File: config.mk
export PLATFORM = sky130hd
export DESIGN_NAME = raw_status_bank
export DESIGN_NICKNAME = d
export VERILOG_FILES = /design/src/core/dec_pkg.sv /design/src/core/raw_scale.sv /design/src/core/raw_status_bank.sv
export VERILOG_INCLUDE_DIRS = /design/src /design/src/core
export SDC_FILE = /design/constraint.sdc
export NUM_CORES = 1
export LEC_CHECK = 0
export BUFFER_PORTS_ARGS = -buffer_cell sky130_fd_sc_hd__buf_2
export CORE_MARGIN = 3
export CORE_UTILIZATION = 35
export DETAILED_ROUTE_END_ITERATION = 8
export PLACE_DENSITY = 0.55
export SLEW_MARGIN = 0
export SYNTH_ARGS = -nofsm -noshare
export SYNTH_HDL_FRONTEND = slang
export SYNTH_SLANG_ARGS = --single-unit
File: constraint.sdc
create_clock -name REF_CLK_I -period 11.6 [get_ports REF_CLK_I]
set_clock_uncertainty 0.15 [all_clocks]
set_input_delay 2.32 -clock REF_CLK_I [delete_from_list [all_inputs] [get_ports REF_CLK_I]]
set_output_delay 2.32 -clock REF_CLK_I [all_outputs]
set_load 0.01 [all_outputs]
File: src/core/dec_map.svh
// Purpose: register offsets, field positions and reset values of the raw/status bank
// Assumes: 8-bit registers on the two-wire control bus
// Notes: status bytes are read only
`ifndef DEC_MAP_SVH
`define DEC_MAP_SVH

`define DEC_SUB_GAIN 8'h18
`define DEC_SUB_OFFSET 8'h19
`define DEC_SUB_STAT1 8'h1E
`define DEC_SUB_STAT2 8'h1F

`define DEC_GAIN_RST 8'h80
`define DEC_OFFSET_RST 8'h80
`define DEC_GAIN_NOM 8'h80
`define DEC_OFFSET_ZERO 8'h80

`define DEC_S1_HUNL 6
`define DEC_S1_SLOW 5
`define DEC_S1_GMAX 4
`define DEC_S1_GMIN 3
`define DEC_S1_WPEAK 2
`define DEC_S1_STD 1:0

`define DEC_S2_ILACE 7
`define DEC_S2_HVUNL 6
`define DEC_S2_FID 5
`define DEC_S2_STRIPE4 3
`define DEC_S2_STRIPE 2
`define DEC_S2_PROT 1
`define DEC_S2_READY 0

`define DEC_BYTE_BITS 4'h8
`define DEC_GAIN_SHIFT 7
`define DEC_RAW_BIAS 11'h080
`define DEC_RAW_MAX 8'hFF

`endif

File: src/core/dec_pkg.sv
// Purpose: types shared by the raw/status register bank
// Assumes: status inputs come from decoder logic on the same clock
// Notes: none
package dec_pkg;

	typedef struct packed {
		logic horiz_freq_unlocked;
		logic vert_unlocked;
		logic slow_time_constant_on;
		logic luma_gain_at_max;
		logic luma_gain_at_min;
		logic white_peak_loop_on;
		logic [1:0] detected_color_standard;
		logic interlace_detected;
		logic field_rate_is_60hz;
		logic four_line_stripe_detected;
		logic color_stripe_detected;
		logic copy_protected_source;
		logic all_loops_locked;
	} status_in_t;

	typedef enum logic [2:0] {ST_IDLE, ST_RX, ST_ACK, ST_TX, ST_TXACK} i2c_state_t;

	typedef enum logic [1:0] {PH_ADDR, PH_SUB, PH_DATA} phase_t;

endpackage

File: src/core/raw_scale.sv
// Purpose: gain and offset applied to raw video samples
// Assumes: gain code 128 is unity, offset code 0x80 adds nothing
// Notes: result clamped to 0..255, one cycle latency
`timescale 1ns/1ps
`include "dec_map.svh"

module raw_scale (
	input wire logic clk_i,
	input wire logic nrst_i,
	input wire logic [7:0] sample_i,
	input wire logic valid_i,
	input wire logic [7:0] gain_i,
	input wire logic [7:0] offset_i,
	output logic [7:0] sample_o,
	output logic valid_o
);
	logic [15:0] prod;
	logic [10:0] sum;
	logic [7:0] sample_reg, sample_next;
	logic valid_reg, valid_next;

	always_comb begin
		prod = {8'h00, sample_i} * {8'h00, gain_i};
		sum = {2'h0, prod[15:`DEC_GAIN_SHIFT]} + {3'h0, offset_i} - `DEC_RAW_BIAS;
		sample_next = sample_reg;
		valid_next = valid_i;
		if (valid_i) begin
			// saturate rather than wrap: a wrapped sample shows as a bright speck
			if (sum[10]) begin
				sample_next = 8'h00;
			end else if (sum[9:8] != 2'h0) begin
				sample_next = `DEC_RAW_MAX;
			end else begin
				sample_next = sum[7:0];
			end
		end
	end

	always_ff @(posedge clk_i or negedge nrst_i) begin
		if (!nrst_i) begin
			sample_reg <= 8'h00;
			valid_reg <= 1'b0;
		end else begin
			sample_reg <= sample_next;
			valid_reg <= valid_next;
		end
	end

	assign sample_o = sample_reg;
	assign valid_o = valid_reg;
endmodule

File: src/core/raw_status_bank.sv
// Purpose: raw gain/offset registers and decoder status bytes on the control bus
// Assumes: SCL/SDA are open-drain pins; STATUS_I is on REF_CLK_I
// Notes: subaddress auto-increments; bus rate well below REF_CLK_I/8
//
// Behaviour
// - gain code scales raw data linearly; 128 nominal, 255 double, 0 off
// - offset code is offset-binary; 0x80 adds nothing, 0x00 minus 128
// - first status bit 6 is one while horizontal loop unlocked
// - first status bit 5 is one while slow time constant active
// - first status bits 4 and 3 flag luminance gain at max and min
// - first status bit 2 is one while white peak loop active
// - first status byte read only; bits 1:0 give detected color standard
// - second status bit 7 is one for interlaced video
// - second status bit 6 is zero only when both loops locked
// - second status bit 5 reads zero for 50 Hz, one for 60 Hz
// - second status bit 3 flags four-line color stripe burst
// - second status bit 2 flags color stripe burst of any type
// - second status byte read only; bit 1 flags copy-protected source
// - second status bit 0 is one only when all loops locked
`timescale 1ns/1ps
`include "dec_map.svh"

module raw_status_bank #(
	parameter logic [6:0] DEV_ADDR = 7'h21
) (
	input wire logic REF_CLK_I,
	input wire logic NRST_I,
	input wire logic SCL_I,
	input wire logic SDA_I,
	output logic SDA_O,
	output logic SDA_OE_O,
	input wire dec_pkg::status_in_t STATUS_I,
	input wire logic [7:0] RAW_SAMPLE_I,
	input wire logic RAW_VALID_I,
	output logic [7:0] RAW_SAMPLE_O,
	output logic RAW_VALID_O
);
	logic [1:0] scl_ff, sda_ff;
	logic scl_d, sda_d;
	logic scl_s, sda_s, scl_rise, scl_fall, start_c, stop_c;
	dec_pkg::i2c_state_t st_reg, st_next;
	dec_pkg::phase_t ph_reg, ph_next;
	logic [3:0] cnt_reg, cnt_next;
	logic [7:0] sh_reg, sh_next;
	logic [7:0] sub_reg, sub_next;
	logic rd_reg, rd_next;
	logic oe_reg, oe_next;
	logic [7:0] gain_reg, gain_next;
	logic [7:0] off_reg, off_next;
	logic [7:0] stat1_reg, stat1_next;
	logic [7:0] stat2_reg, stat2_next;
	logic [7:0] rd_byte;
	logic wr_stb;
	logic hv_unl;

	// pins are asynchronous to REF_CLK_I
	always_ff @(posedge REF_CLK_I or negedge NRST_I) begin
		if (!NRST_I) begin
			scl_ff <= 2'h3;
			sda_ff <= 2'h3;
			scl_d <= 1'b1;
			sda_d <= 1'b1;
		end else begin
			scl_ff <= {scl_ff[0], SCL_I};
			sda_ff <= {sda_ff[0], SDA_I};
			scl_d <= scl_ff[1];
			sda_d <= sda_ff[1];
		end
	end

	always_comb begin
		scl_s = scl_ff[1];
		sda_s = sda_ff[1];
		scl_rise = scl_s && !scl_d;
		scl_fall = !scl_s && scl_d;
		start_c = scl_s && scl_d && sda_d && !sda_s;
		stop_c = scl_s && scl_d && !sda_d && sda_s;
	end

	// status snapshot every cycle; reserved bits read zero
	always_comb begin
		hv_unl = STATUS_I.horiz_freq_unlocked || STATUS_I.vert_unlocked;
		stat1_next = 8'h00;
		stat1_next[`DEC_S1_HUNL] = STATUS_I.horiz_freq_unlocked;
		stat1_next[`DEC_S1_SLOW] = STATUS_I.slow_time_constant_on;
		stat1_next[`DEC_S1_GMAX] = STATUS_I.luma_gain_at_max;
		stat1_next[`DEC_S1_GMIN] = STATUS_I.luma_gain_at_min;
		stat1_next[`DEC_S1_WPEAK] = STATUS_I.white_peak_loop_on;
		stat1_next[`DEC_S1_STD] = STATUS_I.detected_color_standard;
		stat2_next = 8'h00;
		stat2_next[`DEC_S2_ILACE] = STATUS_I.interlace_detected;
		stat2_next[`DEC_S2_HVUNL] = hv_unl;
		stat2_next[`DEC_S2_FID] = STATUS_I.field_rate_is_60hz;
		stat2_next[`DEC_S2_STRIPE4] = STATUS_I.four_line_stripe_detected;
		stat2_next[`DEC_S2_STRIPE] = STATUS_I.color_stripe_detected;
		stat2_next[`DEC_S2_PROT] = STATUS_I.copy_protected_source;
		stat2_next[`DEC_S2_READY] = STATUS_I.all_loops_locked && !hv_unl;
	end

	always_ff @(posedge REF_CLK_I or negedge NRST_I) begin
		if (!NRST_I) begin
			stat1_reg <= 8'h00;
			stat2_reg <= 8'h00;
		end else begin
			stat1_reg <= stat1_next;
			stat2_reg <= stat2_next;
		end
	end

	always_comb begin
		unique case (sub_reg)
			`DEC_SUB_GAIN: rd_byte = gain_reg;
			`DEC_SUB_OFFSET: rd_byte = off_reg;
			`DEC_SUB_STAT1: rd_byte = stat1_reg;
			`DEC_SUB_STAT2: rd_byte = stat2_reg;
			default: rd_byte = 8'h00;
		endcase
	end

	always_comb begin
		st_next = st_reg;
		ph_next = ph_reg;
		cnt_next = cnt_reg;
		sh_next = sh_reg;
		sub_next = sub_reg;
		rd_next = rd_reg;
		oe_next = oe_reg;
		gain_next = gain_reg;
		off_next = off_reg;
		wr_stb = 1'b0;
		if (stop_c) begin
			st_next = dec_pkg::ST_IDLE;
			oe_next = 1'b0;
		end else if (start_c) begin
			// repeated start keeps the subaddress for a following read
			st_next = dec_pkg::ST_RX;
			ph_next = dec_pkg::PH_ADDR;
			cnt_next = 4'h0;
			oe_next = 1'b0;
		end else begin
			unique case (st_reg)
				dec_pkg::ST_IDLE: begin
					oe_next = 1'b0;
				end
				dec_pkg::ST_RX: begin
					if (scl_rise && cnt_reg != `DEC_BYTE_BITS) begin
						sh_next = {sh_reg[6:0], sda_s};
						cnt_next = cnt_reg + 4'h1;
					end else if (scl_fall && cnt_reg == `DEC_BYTE_BITS) begin
						cnt_next = 4'h0;
						st_next = dec_pkg::ST_ACK;
						oe_next = 1'b1;
						unique case (ph_reg)
							dec_pkg::PH_ADDR: begin
								if (sh_reg[7:1] != DEV_ADDR) begin
									st_next = dec_pkg::ST_IDLE;
									oe_next = 1'b0;
								end else begin
									rd_next = sh_reg[0];
									ph_next = dec_pkg::PH_SUB;
								end
							end
							dec_pkg::PH_SUB: begin
								sub_next = sh_reg;
								ph_next = dec_pkg::PH_DATA;
							end
							dec_pkg::PH_DATA: begin
								wr_stb = 1'b1;
								sub_next = sub_reg + 8'h01;
								// status subaddresses fall through: write acked, no effect
								if (sub_reg == `DEC_SUB_GAIN) begin
									gain_next = sh_reg;
								end else if (sub_reg == `DEC_SUB_OFFSET) begin
									off_next = sh_reg;
								end
							end
						endcase
					end
				end
				dec_pkg::ST_ACK: begin
					if (scl_fall) begin
						if (rd_reg) begin
							sh_next = rd_byte;
							sub_next = sub_reg + 8'h01;
							oe_next = !rd_byte[7];
							cnt_next = 4'h1;
							st_next = dec_pkg::ST_TX;
						end else begin
							oe_next = 1'b0;
							st_next = dec_pkg::ST_RX;
						end
					end
				end
				dec_pkg::ST_TX: begin
					if (scl_fall) begin
						if (cnt_reg == `DEC_BYTE_BITS) begin
							oe_next = 1'b0;
							st_next = dec_pkg::ST_TXACK;
						end else begin
							oe_next = !sh_reg[6];
							sh_next = {sh_reg[6:0], 1'b0};
							cnt_next = cnt_reg + 4'h1;
						end
					end
				end
				dec_pkg::ST_TXACK: begin
					if (scl_rise) begin
						st_next = sda_s ? dec_pkg::ST_IDLE : dec_pkg::ST_ACK;
					end
				end
			endcase
		end
	end

	always_ff @(posedge REF_CLK_I or negedge NRST_I) begin
		if (!NRST_I) begin
			st_reg <= dec_pkg::ST_IDLE;
			ph_reg <= dec_pkg::PH_ADDR;
			cnt_reg <= 4'h0;
			sh_reg <= 8'h00;
			sub_reg <= 8'h00;
			rd_reg <= 1'b0;
			oe_reg <= 1'b0;
			gain_reg <= `DEC_GAIN_RST;
			off_reg <= `DEC_OFFSET_RST;
		end else begin
			st_reg <= st_next;
			ph_reg <= ph_next;
			cnt_reg <= cnt_next;
			sh_reg <= sh_next;
			sub_reg <= sub_next;
			rd_reg <= rd_next;
			oe_reg <= oe_next;
			gain_reg <= gain_next;
			off_reg <= off_next;
		end
	end

	// open drain: only ever pulls low
	always_ff @(posedge REF_CLK_I or negedge NRST_I) begin
		if (!NRST_I) begin
			SDA_O <= 1'b0;
		end else begin
			SDA_O <= 1'b0;
		end
	end

	assign SDA_OE_O = oe_reg;

	raw_scale raw_scale_inst (
		.clk_i(REF_CLK_I),
		.nrst_i(NRST_I),
		.sample_i(RAW_SAMPLE_I),
		.valid_i(RAW_VALID_I),
		.gain_i(gain_reg),
		.offset_i(off_reg),
		.sample_o(RAW_SAMPLE_O),
		.valid_o(RAW_VALID_O)
	);
endmodule

# [After elaboration in Yosys (flattened, before gate mapping)]
# Index checks and enable logic that the tools add are counted.
[word_totals] register_bits=72 out_inout_bits=11 wordCells=152
[op_classes] n_addsub=4 mul=1 n_eq_ne=34 mux=53 n_bitwise=5 reduce_logical=38
[ops] op="8-bit 2-to-1 mux" n=11
[ops] op="8-bit by 5-bit == test with 1-bit output (second input constant)" n=4
[ops] op="4-bit != test (second input constant)" n=8
[ops] op="8-bit one-hot mux with 2 select lines" n=2
[ops] op="8-bit one-hot mux with 4 select lines" n=1
[ops] op="4-bit 2-to-1 mux" n=7
[ops] op="7-bit AND reduction" n=4
[ops] op="3-bit 2-to-1 mux" n=8
[ops] op="8-bit one-hot mux with 3 select lines" n=1
[ops] op="8-bit AND reduction" n=3
[ops] op="2-bit 2-to-1 mux" n=9
[ops] op="8-bit by 8-bit multiplier with 16-bit output" n=1
[ops] op="2-bit != test (second input constant)" n=8
[ops] op="3-bit != test (second input constant)" n=5
[ops] op="3-bit one-hot mux with 4 select lines" n=1
[ops] op="4-bit one-hot mux with 3 select lines" n=1
[ops] op="6-bit nonzero test" n=2
[ops] op="11-bit by 8-bit subtractor with 11-bit output (second input constant)" n=1
[ops] op="9-bit by 8-bit adder with 10-bit output" n=1
[ops] op="1-bit logical AND" n=10
[ops] op="1-bit 2-to-1 mux" n=10
[ops] op="8-bit by 1-bit adder with 8-bit output (second input constant)" n=1
[ops] op="2-bit nonzero test" n=4
[ops] op="1-bit zero test" n=7
[ops] op="19 further kinds" n=25

# [Longest topological paths before layout]
[depth] word_depth=8 mapped_depth=28 depth_no_buf=27

# [Modules after synthesis]
# A second synthesis with hierarchy kept.
[hier_totals] hier_cells=645 hier_area_um2=6217.2
[by_module_without_submodules] mod="raw_status_bank" instances=1 cells_per_inst=331 area_each_um2=3353.2
[by_module_without_submodules] mod="raw_scale" instances=1 cells_per_inst=314 area_each_um2=2864.0

# [Least setup slack after synthesis]
# Ideal clock, no wire load.
[synth_timing] path_type="input-to-reg" startpoint="input RAW_SAMPLE_I[1]" endpoint="register raw_scale_inst.sample_reg[0] (netlist: raw_scale_inst.sample_o[0])" t_arrival_ns=8.371 t_required_ns=11.382 path_slack_ns=3.011 stages=24 cell_sequence="and2_1 -> fa_1 -> fa_1 -> fa_1 -> inv_1 -> fa_1 -> inv_1 -> ha_1 -> a21oi_1 -> nor2b_1 -> a311o_2 -> a21o_2 -> a21o_1 -> a21oi_1 -> xnor2_1 -> ha_1 -> or4_1 -> a21oi_1 -> nor3_1 -> xnor2_1 -> ha_1 -> and3_1 -> mux2i_1 -> o221a_1"
[synth_via] elab_chain_len=6
[synth_rtl] element="from (decl)" line="raw_status_bank.sv:33" text="input wire logic [7:0] RAW_SAMPLE_I,"
[synth_rtl] element="8-bit by 8-bit multiplier with 16-bit output (*)" line="raw_scale.sv:23" text="prod = {8'h00, sample_i} * {8'h00, gain_i};"
[synth_rtl] element="9-bit by 8-bit adder with 10-bit output (*)" line="raw_scale.sv:24" text="sum = {2'h0, prod[15:`DEC_GAIN_SHIFT]} + {3'h0, offset_i} - `DEC_RAW_BIAS;"
[synth_rtl] element="11-bit by 8-bit subtractor with 11-bit output (no line) (*)"
[synth_rtl] element="2-bit nonzero test" line="raw_scale.sv:31" text="end else if (sum[9:8] != 2'h0) begin"
[synth_rtl] element="8-bit 2-to-1 mux" line="raw_scale.sv:31"
[synth_rtl] element="8-bit 2-to-1 mux (*)" line="raw_scale.sv:29" text="if (sum[10]) begin"
[synth_rtl] element="to (signal assigned)" line="raw_scale.sv:44" text="sample_reg <= sample_next;"
[synth_rtl] element="to (decl)" line="raw_scale.sv:19" text="logic [7:0] sample_reg, sample_next;"
# Mark *: on every way between the ends. The rest lies on a longest branch, timed or not.
# A chain may end at the register's enable or synchronous reset.

# [Final worst setup path]
[layout_timing] startpoint="input RAW_SAMPLE_I[1]" endpoint="register raw_scale_inst.sample_reg[3] (netlist: raw_scale_inst.sample_o[3])"
# Same word-level chain as after synthesis.

==> impl_metrics.toml <==
[cells_and_area]
final_common_cell = "dfrtp_1"
nets = 738
final_util_pct = 40.54
fill_cells = 1609
layout_common_cells = "dfrtp_1 (64), ha_1 (52), inv_1 (49), and2_1 (46), nor2_1 (43)"
diodes = 0
synthToLayoutAreaGrowth_pct = 12.28
drive_above_1_share_pct = 15.61

[clocking]
cts_buffer_depth = 2
ctsResizeCount = 0
post_cts_buffers = 0
htree_num_levels = 3
cts-buffers-inserted = 9
cts_tree = "yes"
clkSinkCount = 72
clkLatencyLatePin_ps = 340
root_buffer = "clkbuf_16"
hold_buffers = 0
clk_pin_slew_worst_paths_ps = 60

[routing]
wl_um = 13180
first_pass_iters = 4
drc = 0
ant_nets = 0
vias_per_cell = 5.222
drt_iter0_drc = 213
vias = 4407
wl_per_cell_um = 15.61

[yosys]
netlist_area_um2 = 5777
ys_seq_elements = 72
ys_warn_count = 0
synthArstFlopShare_pct = 100.0
synth.top_cell.area_share_pct = 27.72
synth_edf_count = 0
yosysTopAreaCell = "dfrtp_1"
syn_nets = 708
synth_top_cells_by_area = "dfrtp_1 (28%), fa_1 (12%), ha_1 (11%)"
yosysSeqAreaShare_pct = 31.36
synth_area_per_cell_um2 = 9.742
netlist_instances = 593
synth_cell_types = 58
synthFlopType = "dfrtp_1"

[timing]
min_period_over_period_pct = 77.46
hold_violations = 0
finalSetupViolations = 0
finalSetupTns_ps = 0
setup_slack_ps = 2615
maxSlewHeadroom_pct = 40.06
min_period_ps = 8985
slew_violations = 0
tightest_slew_ps = 899.1
timing.fmax_mhz = 111.3
rsz0062_at_grt = "no"
hold_ws_ps = 207.8

[global_routing]
grt_use_total_pct = 15.18
grt_pass1_vias = 4470
overflow = 0
grt_pass1_wl_um = 22150
grt_max_degree = 73
grt_antenna_before_repair = 0

[critical_path]
start_kind = "input pin"
crit_required_ps = 11720
crit_arrival_ps = 9110
crit_fanout = 7
critPathKind = "in2reg"
cp-end-kind = "register"

[die]
initial_core_util_pct = 36.10
chipWidth_um = 134.5
coreArea_um2 = 16000
ios = 38
rows = 46
die-height_um = 134.5
floorplan.die_area_um2 = 18080

[placed_design]
hpwl_um = 10040
gp_congestion = 0.8929
portBuffers = 36
place_worst_setup_slack_ps = 2300

[power_and_ir_drop]
cellLeakagePower_nw = 3.206
powerDensity_nw_per_um2 = 101.6
ir_worst_vdd_mv = 0.1010

[run]
maxCapViolations = 0

[worst_hold_path]
hold_path.class = "reg2reg"

[run_status]
status = "completed"
## cell usage after synthesis (11+ instances only)
library cell / instances
nor2_1: 43
nand3_1: 14
fa_1: 36
a21o_1: 11
clkbuf_1: 18
o21ai_0: 18
ha_1: 52
nand2_1: 39
dfrtp_1: 64
inv_1: 49
mux2_2: 18
a22oi_1: 16
and2_1: 46
a21oi_1: 36
## worst paths after layout
check                                                         endpoint  cells after the start                    start  slack, ps
worst max-delay path            raw_scale_inst.sample_o[3]$_DFFE_PN0P_                     25          RAW_SAMPLE_I[1]       2610
min in group asynchronous                       cnt_reg[0]$_DFFE_PN0P_                      2                   NRST_I       2020
worst min-delay path                               sda_ff[1]$_DFF_PN1_                      0      sda_ff[0]$_DFF_PN1_        210
worst min register to register                     sda_ff[1]$_DFF_PN1_                      0      sda_ff[0]$_DFF_PN1_        210
worst max register to register  raw_scale_inst.sample_o[3]$_DFFE_PN0P_                     24  gain_reg[7]$_DFFE_PN1P_       4150
max in group asynchronous                        ph_reg[1]$_DFFE_PN0P_                      2                   NRST_I       8670
## per-layer routing
| layer | wire length (µm) | up-vias | track usage [%] | share of wire, % |
|---|---|---|---|---|
| met3 | 432 | 19 | 1.937 | 3.3 |
| met4 | 253 | 0 | 5.430 | 1.9 |
| met2 | 6293 | 87 | 25.17 | 48 |
| li1 | - | 2131 | - | - |
| met5 | 0 | - | 0 | 0 |
| met1 | 6196 | 2170 | 20.53 | 47 |
## per-stage QoR
| step | power, W | area, µm² | instances |
|---|---|---|---|
| 4_1_cts | 0.0006650 | 6486 | 844 |
| 3_5_place_dp | 0.0003689 | 6168 | 828 |
| 3_3_place_gp | 0.0003672 | 6168 | 828 |
| 6_report | 0.0006588 | 6486 | 844 |
| 2_1_floorplan | 0.0003322 | 5777 | 593 |
| 5_1_grt | 0.0006900 | 6486 | 844 |
## critical path, stage by stage
cell and delay [ps]:
buf_2 130, and2_1 180, fa_1 510, fa_1 540
fa_1 570, inv_1 60, fa_1 530, inv_1 40
ha_1 330, a21oi_1 140, nor2b_1 60, a311o_2 380
a21o_2 230, a21o_1 210, a21oi_1 180, xnor2_1 90
ha_1 230, or4_1 530, a21oi_1 160, nor3_1 110
xnor2_1 310, ha_1 310, and3_1 180, mux2i_1 470
o221a_1 300
## cell type report
type / count / area, µm² / area share [%]
Inverter: 49 / 183.9 / 2.836
Multi-Input combinational cell: 452 / 3700 / 57.04
Clock buffer: 9 / 225.2 / 3.472
Timing Repair Buffer: 39 / 202.7 / 3.125
Clock inverter: 7 / 92.59 / 1.427
Sequential cell: 72 / 1812 / 27.93
Tap cell: 216 / 270.3 / 4.167
## report_power, final
group          switching, W  internal, W
clock network      0.000106     0.000188
logic             0.0000323    0.0000281
registers         0.0000323     0.000272
## kinds of logic after synthesis
group / count (synthesis) / share of synthesized area (%)
mux: 23 / 4.375
xor+xnor: 16 / 2.426
fa+ha+maj: 88 / 23.74
buf+inv: 69 / 4.678
compound gates: 132 / 16.11
simple gates: 192 / 17.24
other cells: 1 / 0.06491
flops: 72 / 31.36
Note: power is estimated with default switching activity, not from simulation.
